### src/verilog/acc_pkg.sv
// constants and types of the converter control block
package acc_pkg;
  localparam int ADDR_W = 3;
  localparam int DATA_W = 8;
  localparam int RES_W = 10;
  localparam int PS_W = 3;
  localparam int TS_W = 3;
  localparam int CH_W = 4;
  localparam int REF_W = 2;
  localparam int CNT_W = 5;
  // register offsets
  localparam logic [ADDR_W-1:0] REG_CTRL_A = 3'h0;
  localparam logic [ADDR_W-1:0] REG_CTRL_B = 3'h1;
  localparam logic [ADDR_W-1:0] REG_INSEL = 3'h2;
  localparam logic [ADDR_W-1:0] REG_RES_LO = 3'h3;
  localparam logic [ADDR_W-1:0] REG_RES_HI = 3'h4;
  localparam logic [ADDR_W-1:0] REG_POWER = 3'h5;
  // control a fields
  localparam int A_EN = 7;
  localparam int A_START = 6;
  localparam int A_AUTO = 5;
  localparam int A_FLAG = 4;
  localparam int A_IE = 3;
  localparam int A_PS = 0;
  // control b, input select and power fields
  localparam int B_TS = 0;
  localparam int IS_REF = 6;
  localparam int IS_LEFT = 5;
  localparam int IS_CH = 0;
  localparam int PW_PR = 0;
  localparam logic PR_RESET = 1'b0;
  // trigger source that is the converter's own done flag
  localparam logic [TS_W-1:0] TS_FREE = 3'h0;
  // channel codes
  localparam logic [CH_W-1:0] CH_PINS = 4'h8;
  localparam logic [CH_W-1:0] CH_BANDGAP = 4'he;
  localparam logic [CH_W-1:0] CH_GROUND = 4'hf;
  // conversion lengths and sample points in converter clocks
  localparam logic [CNT_W-1:0] TICKS_NORMAL = 5'hd;
  localparam logic [CNT_W-1:0] TICKS_FIRST = 5'h19;
  localparam logic [CNT_W-1:0] SH_NORMAL = 5'h1;
  localparam logic [CNT_W-1:0] SH_FIRST = 5'hd;
  localparam logic [CNT_W-1:0] CNT_ONE = 5'h1;
  // conversion sequencer states
  typedef enum logic [2:0] {
    ST_IDLE = 3'b001,
    ST_WAIT = 3'b010,
    ST_CONV = 3'b100
  } acc_state_t;
endpackage : acc_pkg

### src/verilog/acc_adc_control.sv
// conversion control of a ten bit successive approximation converter
module acc_adc_control #(
  parameter int TRIG_N = 8
) (
  // clock and reset
  input wire logic clk_in,
  input wire logic reset_in,
  // register port
  input wire logic [acc_pkg::ADDR_W-1:0] addr_in,
  input wire logic [acc_pkg::DATA_W-1:0] wdata_in,
  input wire logic wr_in,
  input wire logic rd_in,
  output logic [acc_pkg::DATA_W-1:0] rdata_out,
  // trigger source levels, bit zero unused
  input wire logic [TRIG_N-1:0] trig_in,
  // analog array
  input wire logic [acc_pkg::RES_W-1:0] result_in,
  output logic analog_en_out,
  output logic convert_out,
  output logic sample_out,
  output logic [acc_pkg::CH_W-1:0] chan_out,
  output logic [acc_pkg::REF_W-1:0] ref_out,
  // completion request
  output logic irq_out
);
  if (TRIG_N < 2 || TRIG_N > 8) begin : g_chk
    $error("acc_adc_control: TRIG_N must be 2 to 8");
  end

  // unsupported codes fall back to ground
  function automatic logic [acc_pkg::CH_W-1:0] acc_chan_map(
    input logic [acc_pkg::CH_W-1:0] ch
  );
    if (ch < acc_pkg::CH_PINS || ch == acc_pkg::CH_BANDGAP) begin
      acc_chan_map = ch;
    end else begin
      acc_chan_map = acc_pkg::CH_GROUND;
    end
  endfunction : acc_chan_map

  // low result byte for either alignment
  function automatic logic [7:0] acc_byte_lo(
    input logic [acc_pkg::RES_W-1:0] r,
    input logic left
  );
    acc_byte_lo = left ? {r[1:0], 6'h00} : r[7:0];
  endfunction : acc_byte_lo

  // high result byte for either alignment
  function automatic logic [7:0] acc_byte_hi(
    input logic [acc_pkg::RES_W-1:0] r,
    input logic left
  );
    acc_byte_hi = left ? r[9:2] : {6'h00, r[9:8]};
  endfunction : acc_byte_hi

  // software state
  logic en_q;
  logic auto_q;
  logic flag_q;
  logic ie_q;
  logic pr_q;
  logic left_q;
  logic [acc_pkg::PS_W-1:0] ps_q;
  logic [acc_pkg::TS_W-1:0] ts_q;
  logic [acc_pkg::CH_W-1:0] ch_q;
  logic [acc_pkg::REF_W-1:0] ref_q;
  logic [acc_pkg::RES_W-1:0] res_q;
  logic lock_q;
  // sequencer
  acc_pkg::acc_state_t state_q;
  acc_pkg::acc_state_t state_d;
  logic [acc_pkg::CNT_W-1:0] cnt_q;
  logic [acc_pkg::CNT_W-1:0] cnt_d;
  logic first_q;
  logic act_prev_q;
  // trigger path
  logic [TRIG_N-1:0] s1_q;
  logic [TRIG_N-1:0] s2_q;
  logic [TRIG_N-1:0] s3_q;
  logic [TRIG_N-1:0] lvl_q;
  logic [TRIG_N-1:0] lvl_d;
  logic sel_prev_q;
  logic sel_lvl;
  logic trig_edge;

  // decoded strobes
  logic wr_a;
  logic wr_b;
  logic wr_is;
  logic wr_pw;
  logic rd_lo;
  logic rd_hi;
  assign wr_a = wr_in && addr_in == acc_pkg::REG_CTRL_A;
  assign wr_b = wr_in && addr_in == acc_pkg::REG_CTRL_B;
  assign wr_is = wr_in && addr_in == acc_pkg::REG_INSEL;
  assign wr_pw = wr_in && addr_in == acc_pkg::REG_POWER;
  assign rd_lo = rd_in && addr_in == acc_pkg::REG_RES_LO;
  assign rd_hi = rd_in && addr_in == acc_pkg::REG_RES_HI;

  // sequencer terms
  logic act;
  logic idle;
  logic tick;
  logic freerun;
  logic sw_start;
  logic trig_go;
  logic done_evt;
  logic [acc_pkg::CNT_W-1:0] len;
  logic [acc_pkg::CNT_W-1:0] shpt;
  assign act = en_q && !pr_q;
  assign idle = state_q == acc_pkg::ST_IDLE;
  assign freerun = auto_q && ts_q == acc_pkg::TS_FREE;
  assign sw_start = wr_a && wdata_in[acc_pkg::A_START] && act;
  assign trig_go = auto_q && act && idle && trig_edge;
  assign len = first_q ? acc_pkg::TICKS_FIRST : acc_pkg::TICKS_NORMAL;
  assign shpt = first_q ? acc_pkg::SH_FIRST : acc_pkg::SH_NORMAL;
  assign done_evt = state_q == acc_pkg::ST_CONV && tick &&
                    cnt_q == len - acc_pkg::CNT_ONE;

  // converter clock, cleared on a trigger start
  acc_prescaler #(
    .DIV_W(8)
  ) u_presc (
    .clk_in(clk_in),
    .reset_in(reset_in),
    .run_in(act),
    .clear_in(trig_go),
    .sel_in(ps_q),
    .tick_out(tick)
  );

  // trigger level filter: change taken once stages two and three agree
  assign lvl_d = (~(s2_q ^ s3_q) & s3_q) | ((s2_q ^ s3_q) & lvl_q);
  // own done flag is on this clock and needs no filter
  assign sel_lvl = (ts_q == acc_pkg::TS_FREE) ? flag_q :
                   (32'(ts_q) < TRIG_N) ? lvl_q[ts_q] : 1'b0;
  assign trig_edge = sel_lvl && !sel_prev_q;

  // trigger synchroniser and edge history
  always_ff @(posedge clk_in) begin
    if (reset_in) begin
      s1_q <= '0;
      s2_q <= '0;
      s3_q <= '0;
      lvl_q <= '0;
      sel_prev_q <= 1'b0;
    end else begin
      s1_q <= trig_in;
      s2_q <= s1_q;
      s3_q <= s2_q;
      lvl_q <= lvl_d;
      sel_prev_q <= sel_lvl;
    end
  end

  // next state of the conversion sequencer
  always_comb begin
    state_d = state_q;
    cnt_d = cnt_q;
    case (state_q)
      acc_pkg::ST_IDLE: begin
        if (trig_go) begin
          state_d = acc_pkg::ST_CONV;
          cnt_d = '0;
        end else if (sw_start) begin
          state_d = acc_pkg::ST_WAIT;
        end
      end
      acc_pkg::ST_WAIT: begin
        if (tick) begin
          state_d = acc_pkg::ST_CONV;
          cnt_d = '0;
        end
      end
      acc_pkg::ST_CONV: begin
        if (done_evt) begin
          cnt_d = '0;
          if (freerun) begin
            state_d = acc_pkg::ST_CONV;
          end else begin
            state_d = acc_pkg::ST_IDLE;
          end
        end else if (tick) begin
          cnt_d = cnt_q + acc_pkg::CNT_ONE;
        end
      end
      default: begin
        state_d = acc_pkg::ST_IDLE;
        cnt_d = '0;
      end
    endcase
    if (!act) begin
      state_d = acc_pkg::ST_IDLE;
      cnt_d = '0;
    end
  end

  // sequencer registers and first conversion marker
  always_ff @(posedge clk_in) begin
    if (reset_in) begin
      state_q <= acc_pkg::ST_IDLE;
      cnt_q <= '0;
      act_prev_q <= 1'b0;
      first_q <= 1'b0;
    end else begin
      state_q <= state_d;
      cnt_q <= cnt_d;
      act_prev_q <= act;
      if (act && !act_prev_q) begin
        first_q <= 1'b1;
      end else if (done_evt) begin
        first_q <= 1'b0;
      end
    end
  end

  // control a and power register
  always_ff @(posedge clk_in) begin
    if (reset_in) begin
      en_q <= 1'b0;
      auto_q <= 1'b0;
      ie_q <= 1'b0;
      ps_q <= '0;
      pr_q <= acc_pkg::PR_RESET;
    end else begin
      if (wr_a) begin
        en_q <= wdata_in[acc_pkg::A_EN];
        auto_q <= wdata_in[acc_pkg::A_AUTO];
        ie_q <= wdata_in[acc_pkg::A_IE];
        ps_q <= wdata_in[acc_pkg::A_PS +: acc_pkg::PS_W];
      end
      if (wr_pw) begin
        pr_q <= wdata_in[acc_pkg::PW_PR];
      end
    end
  end

  // done flag: set on completion wins over a write one clear
  always_ff @(posedge clk_in) begin
    if (reset_in) begin
      flag_q <= 1'b0;
    end else if (done_evt) begin
      flag_q <= 1'b1;
    end else if (wr_a && wdata_in[acc_pkg::A_FLAG]) begin
      flag_q <= 1'b0;
    end
  end

  // control b and input select register
  always_ff @(posedge clk_in) begin
    if (reset_in) begin
      ts_q <= '0;
      ch_q <= '0;
      ref_q <= '0;
      left_q <= 1'b0;
    end else begin
      if (wr_b) begin
        ts_q <= wdata_in[acc_pkg::B_TS +: acc_pkg::TS_W];
      end
      if (wr_is) begin
        ch_q <= wdata_in[acc_pkg::IS_CH +: acc_pkg::CH_W];
        ref_q <= wdata_in[acc_pkg::IS_REF +: acc_pkg::REF_W];
        left_q <= wdata_in[acc_pkg::IS_LEFT];
      end
    end
  end

  // result capture and read lock
  always_ff @(posedge clk_in) begin
    if (reset_in) begin
      res_q <= '0;
      lock_q <= 1'b0;
    end else begin
      if (done_evt && !lock_q) begin
        res_q <= result_in;
      end
      if (rd_lo) begin
        lock_q <= 1'b1;
      end else if (rd_hi) begin
        lock_q <= 1'b0;
      end
    end
  end

  // register read data
  logic [acc_pkg::DATA_W-1:0] rd_mux;
  logic [acc_pkg::DATA_W-1:0] ctrl_a_rd;
  assign ctrl_a_rd = {en_q, !idle, auto_q, flag_q, ie_q, ps_q};
  assign rd_mux =
    (addr_in == acc_pkg::REG_CTRL_A) ? ctrl_a_rd :
    (addr_in == acc_pkg::REG_CTRL_B) ? {5'h00, ts_q} :
    (addr_in == acc_pkg::REG_INSEL) ? {ref_q, left_q, 1'b0, ch_q} :
    (addr_in == acc_pkg::REG_RES_LO) ? acc_byte_lo(res_q, left_q) :
    (addr_in == acc_pkg::REG_RES_HI) ? acc_byte_hi(res_q, left_q) :
    (addr_in == acc_pkg::REG_POWER) ? {7'h00, pr_q} : 8'h00;

  // read data stands for one cycle only
  always_ff @(posedge clk_in) begin
    if (reset_in) begin
      rdata_out <= '0;
    end else begin
      rdata_out <= rd_in ? rd_mux : 8'h00;
    end
  end

  // analog side: selections held while converting, applied when enabled
  always_ff @(posedge clk_in) begin
    if (reset_in) begin
      chan_out <= acc_pkg::CH_GROUND;
      ref_out <= '0;
      analog_en_out <= 1'b0;
      convert_out <= 1'b0;
      sample_out <= 1'b0;
      irq_out <= 1'b0;
    end else begin
      if (act && state_q != acc_pkg::ST_CONV) begin
        chan_out <= acc_chan_map(ch_q);
        ref_out <= ref_q;
      end
      analog_en_out <= act;
      convert_out <= state_d == acc_pkg::ST_CONV;
      sample_out <= state_q == acc_pkg::ST_CONV && tick && cnt_q == shpt;
      irq_out <= flag_q && ie_q;
    end
  end
endmodule : acc_adc_control

### src/verilog/acc_prescaler.sv
// converter clock prescaler giving a one cycle tick
module acc_prescaler #(
  parameter int DIV_W = 8
) (
  // clock and reset
  input wire logic clk_in,
  input wire logic reset_in,
  // control
  input wire logic run_in,
  input wire logic clear_in,
  input wire logic [2:0] sel_in,
  // tick
  output logic tick_out
);
  logic [DIV_W-1:0] cnt_q;
  logic [DIV_W-1:0] cnt_d;
  logic [DIV_W-1:0] mask;
  logic wrap;

  // the slowest setting counts 256 clocks and needs eight bits
  if (DIV_W < 8) begin : g_chk
    $error("acc_prescaler: DIV_W must be at least 8");
  end

  // division by two to the power sel plus one
  assign mask = DIV_W'((8'h2 << sel_in) - 8'h1);
  assign wrap = &(cnt_q | ~mask);
  assign cnt_d = (run_in && !clear_in) ? cnt_q + DIV_W'(1) : '0;

  // counter held cleared while not running
  always_ff @(posedge clk_in) begin
    if (reset_in) begin
      cnt_q <= '0;
      tick_out <= 1'b0;
    end else begin
      cnt_q <= cnt_d;
      tick_out <= run_in && !clear_in && wrap;
    end
  end
endmodule : acc_prescaler

### config.mk
export PLATFORM = sky130hd
export DESIGN_NAME = acc_adc_control
export DESIGN_NICKNAME = d
export VERILOG_FILES = /design/src/verilog/acc_pkg.sv /design/src/verilog/acc_adc_control.sv /design/src/verilog/acc_prescaler.sv
export SDC_FILE = /design/constraint.sdc
export NUM_CORES = 1
export LEC_CHECK = 0
export ABC_AREA = 1
export BUFFER_PORTS_ARGS = -buffer_cell sky130_fd_sc_hd__buf_2
export CORE_ASPECT_RATIO = 0.75
export CORE_MARGIN = 2
export CORE_UTILIZATION = 25
export CTS_BUF_LIST = sky130_fd_sc_hd__clkbuf_8
export DETAILED_ROUTE_END_ITERATION = 10
export HOLD_SLACK_MARGIN = 0.1
export PLACE_DENSITY_LB_ADDON = 0.2
export SYNTH_ARGS = -nofsm -noshare
export SYNTH_HDL_FRONTEND = slang
export SYNTH_HIERARCHICAL = 1
export SYNTH_SLANG_ARGS = --single-unit
### constraint.sdc
create_clock -name clk_in -period 2 [get_ports clk_in]
set_clock_uncertainty 0.05 [all_clocks]
set_input_delay 0.1 -clock clk_in [delete_from_list [all_inputs] [get_ports clk_in]]
set_output_delay 0.1 -clock clk_in [all_outputs]
set_load 0.005 [all_outputs]
==> results.yml <==
timing:
  hold_violations: 0
  worstMarginPinSlew_ns: 0.419
  period_minus_slack_ns: 1.86
  fmax_mhz: 538
  max-slew-margin-rel_pct: 72.0
  fin_crit_sh_pct: 92.9
  whs_ns: 0.353
  setup_violations: 0
  rsz0062_at_grt: "false"
  report.final.slew_viol_count: 0
  fin_tns_setup_ns: 0
worst_setup_path:
  cp.required_ns: 2.21
  worst_r2r_path_depth: 7
  critical_path_class: "in -> reg"
  path_cells: "dlygate4sd3_1 > buf_2 > nor2_2 > nand2_2 > nor2_2 > nand2_1 > nand2_1 > a21oi_1 > dlygate4sd3_1"
  cp.depth: 9
  reg2reg_slack_ns: 0.22
  worstSetupEndpoint: "flag_q"
  reg2reg_to: "flag_q"
  max_stage_delay_ns: 0.55
  cp_top_family: "buffers and inverters"
  cp.arrival_ns: 2.07
  cp_max_fo: 8
  r2r-start: "cnt_q[0]"
  startpoint: "addr_in[0]"
  critPathLaunchType: "primary input"
  cp_num_buf_inv: 3
  cp_slowest_cell: "dlygate4sd3_1"
  end_kind: "flop"
synth:
  synth_edf_count: 0
  synth_area_um2: 3910
  yosys_warnings: 6
  synth_area_per_cell_um2: 7.50
  ys.flop_type: "dfxtp_1"
  synth_cell_types: 34
  synth_async_sr_flop_share_pct: 0
  synthCells: 521
  synth_seq_area_share_pct: 48.1
  syn-num-nets: 558
  synth-seq-cells: 94
routing:
  drc_errors: 0
  vias: 3486
  dr.first_iter.drc_count: 175
  wl_per_cell_um: 12.0
  firstDrtPassIters: 5
  drt_wl_total_mm: 9.75
  antenna_left: 0
  viasPerCell: 4.27
final_layout:
  syn2layout_area_growth_pct: 25.4
  post-route-util_pct: 32.1
  drive_gt1_share_pct: 15.5
  num_antenna_cells: 0
  nets: 644
  final_area_um2: 4900
global_routing:
  grt_pass1_vias: 3441
  grt_overflow: 0
  antenna_found_initial: 0
  grt_usage_pct: 12.3
  grt_first_pass_wirelength_mm: 16.4
  grt_max_degree: 40
floorplan:
  start_util_pct: 25.6
  rows: 39
  top_level_ports: 51
  fp.dieH_um: 112
  core_um2: 15300
  chipWidth_um: 148
  dieArea_um2: 16700
clocking:
  htreeDepth: 3
  post_cts_buffers: 0
  max-clock-path-buffers: 2
  clock-root-buffer: "clkbuf_8"
  cts_buffers: 9
  clkSlewWorstSetupHoldPaths_ns: 0.08
  clkSinkCount: 94
  clk_latency_ns: 0.37
  cts_tree: "built"
power:
  p_leak_nw: 1.97
  power_mw: 3.41
  p_per_area_nw_per_um2: 696
  ir_worst_vdd_v: 0.000268
status:
  status: "complete, no violations"
placed_design:
  gp_congestion: 0.816
  port_buffers: 49
  place_hpwl_mm: 7.25
  detailed_place.area_um2: 4370
flow_run:
  cap_violations: 0
hold_path:
  hp-class: "reg -> reg"
[flip-flops by register name (all words and copies together), names as in the netlist, 2 cells and up, named ones only]
register,count
chan_out,4
state_q,3
rdata_out,8
u_presc/cnt_q,8
ref_out,2
s3_q,7
cnt_q,5
ps_q,3
ts_q,3
ch_q,4
s2_q,7
res_q,10
s1_q,7
ref_q,2
[per-stage QoR]
stage / cells / setup WS, ns
floorplan: 521 / 0.598
global placement: 767 / 0.362
detailed placement: 767 / 0.338
CTS: 816 / 0.150
global route: 816 / 0.0426
finish: 816 / 0.142
[cell families (layout without fill, tap and decap cells)]
kind of cell | after synthesis | count (layout) | synth area share (%)
buffers and inverters | 98 | 188 | 9.83
AND/OR/NAND/NOR | 210 | 210 | 24.5
flip-flops | 94 | 94 | 48.1
adder cells (fa/ha/maj) | 4 | 4 | 1.28
XOR/XNOR | 4 | 4 | 0.896
AO/OA/AOI/OAI | 111 | 111 | 15.4
[layout by cell type (no fill, tap or decap)]
cell type      count
xnor2_1            1
o21ai_2            2
o21ai_0           51
bufinv_16          1
nor4_1             1
inv_1             83
buf_4              2
nor3_1             4
a22oi_1            2
o22ai_1            2
a41oi_1            2
nor2_2             6
nand3_2            4
o211ai_1           4
ha_1               4
o21ai_1            3
a221oi_1           1
dlygate4sd3_1     34
buf_2             49
a31oi_1            2
inv_2              7
dfxtp_1           94
clkinvlp_4         2
nor2_1            77
nand2_2            4
nand3_1           31
clkbuf_8          10
nand2_4            3
a21oi_1           40
or2_1              1
o21a_1             1
nor2_4             5
a2111oi_0          1
nand4_1            4
nand2_1           70
xor2_1             3
[worst register-to-register path, stage by stage (launching register included)]
cell and delay (ns):
dfxtp_1 0.43, inv_1 0.08, ha_1 0.21, nand2_1 0.11, nor2_4 0.06, nand2_4 0.11
a21oi_1 0.08, dlygate4sd3_1 0.55
[cells in the mapped netlist (4+ instances only)]
| cell | instances | area [um2] |
|---|---|---|
| a21oi_1 | 40 | 200 |
| clkbuf_1 | 5 | 18.8 |
| dfxtp_1 | 94 | 1880 |
| ha_1 | 4 | 50.1 |
| inv_1 | 81 | 304 |
| inv_2 | 7 | 26.3 |
| nand2_1 | 70 | 263 |
| nand2_2 | 4 | 25.0 |
| nand3_1 | 31 | 155 |
| nand3_2 | 4 | 40.0 |
| nand4_1 | 4 | 25.0 |
| nor2_1 | 77 | 289 |
| nor2_2 | 6 | 37.5 |
| nor2_4 | 5 | 56.3 |
| nor3_1 | 4 | 20.0 |
| o211ai_1 | 4 | 30.0 |
| o21ai_0 | 51 | 255 |
[power by group]
group,leakage (nW),internal [mW],total [mW],switching [mW]
Combinational,1.11,0.109,0.235,0.126
Sequential,0.763,1.91,1.94,0.0261
Clock,0.0970,0.596,1.24,0.647
Total,1.97,2.61,3.41,0.798
[metal layers]
| metal | global-route usage, % | share of wire [%] | vias up |
|---|---|---|---|
| met5 | 0 | 0 | - |
| met4 | 3.62 | 1.1 | 0 |
| met3 | 3.46 | 5.4 | 11 |
| met2 | 18.8 | 43 | 73 |
| met1 | 17.0 | 51 | 1567 |
| li1 | - | - | 1835 |
[layout make-up]
type | count | area, um2
Multi-Input combinational cell | 329 | 1640
Timing Repair Buffer | 85 | 601
Fill cell | 1655 | 10400
Inverter | 88 | 330
Clock buffer | 10 | 138
Clock inverter | 5 | 52.6
Sequential cell | 94 | 1880
Tap cell | 205 | 256
[repair_timing]
item / 4_1_cts / 5_1_grt
hold buffers: 34 / 0
gates resized for setup: 0 / 0
endpoints found under the hold margin: 43 / 0
[how the worst min path moves through the flow]
| stage | to | slack (ns) | start | cells past startpoint |
|---|---|---|---|---|
| after detailed placement | s1_q[2] | 0.26 | trig_in[2] | 3 |
| after global routing | s2_q[5] | 0.37 | s1_q[5] | 2 |
| after CTS | s2_q[5] | 0.36 | s1_q[5] | 2 |
| after global placement | s1_q[7] | 0.26 | trig_in[7] | 3 |
| after floorplan | s1_q[1] | 0.16 | trig_in[1] | 2 |
| final | s2_q[5] | 0.35 | s1_q[5] | 2 |
Note: power is estimated with default switching activity, not from simulation.
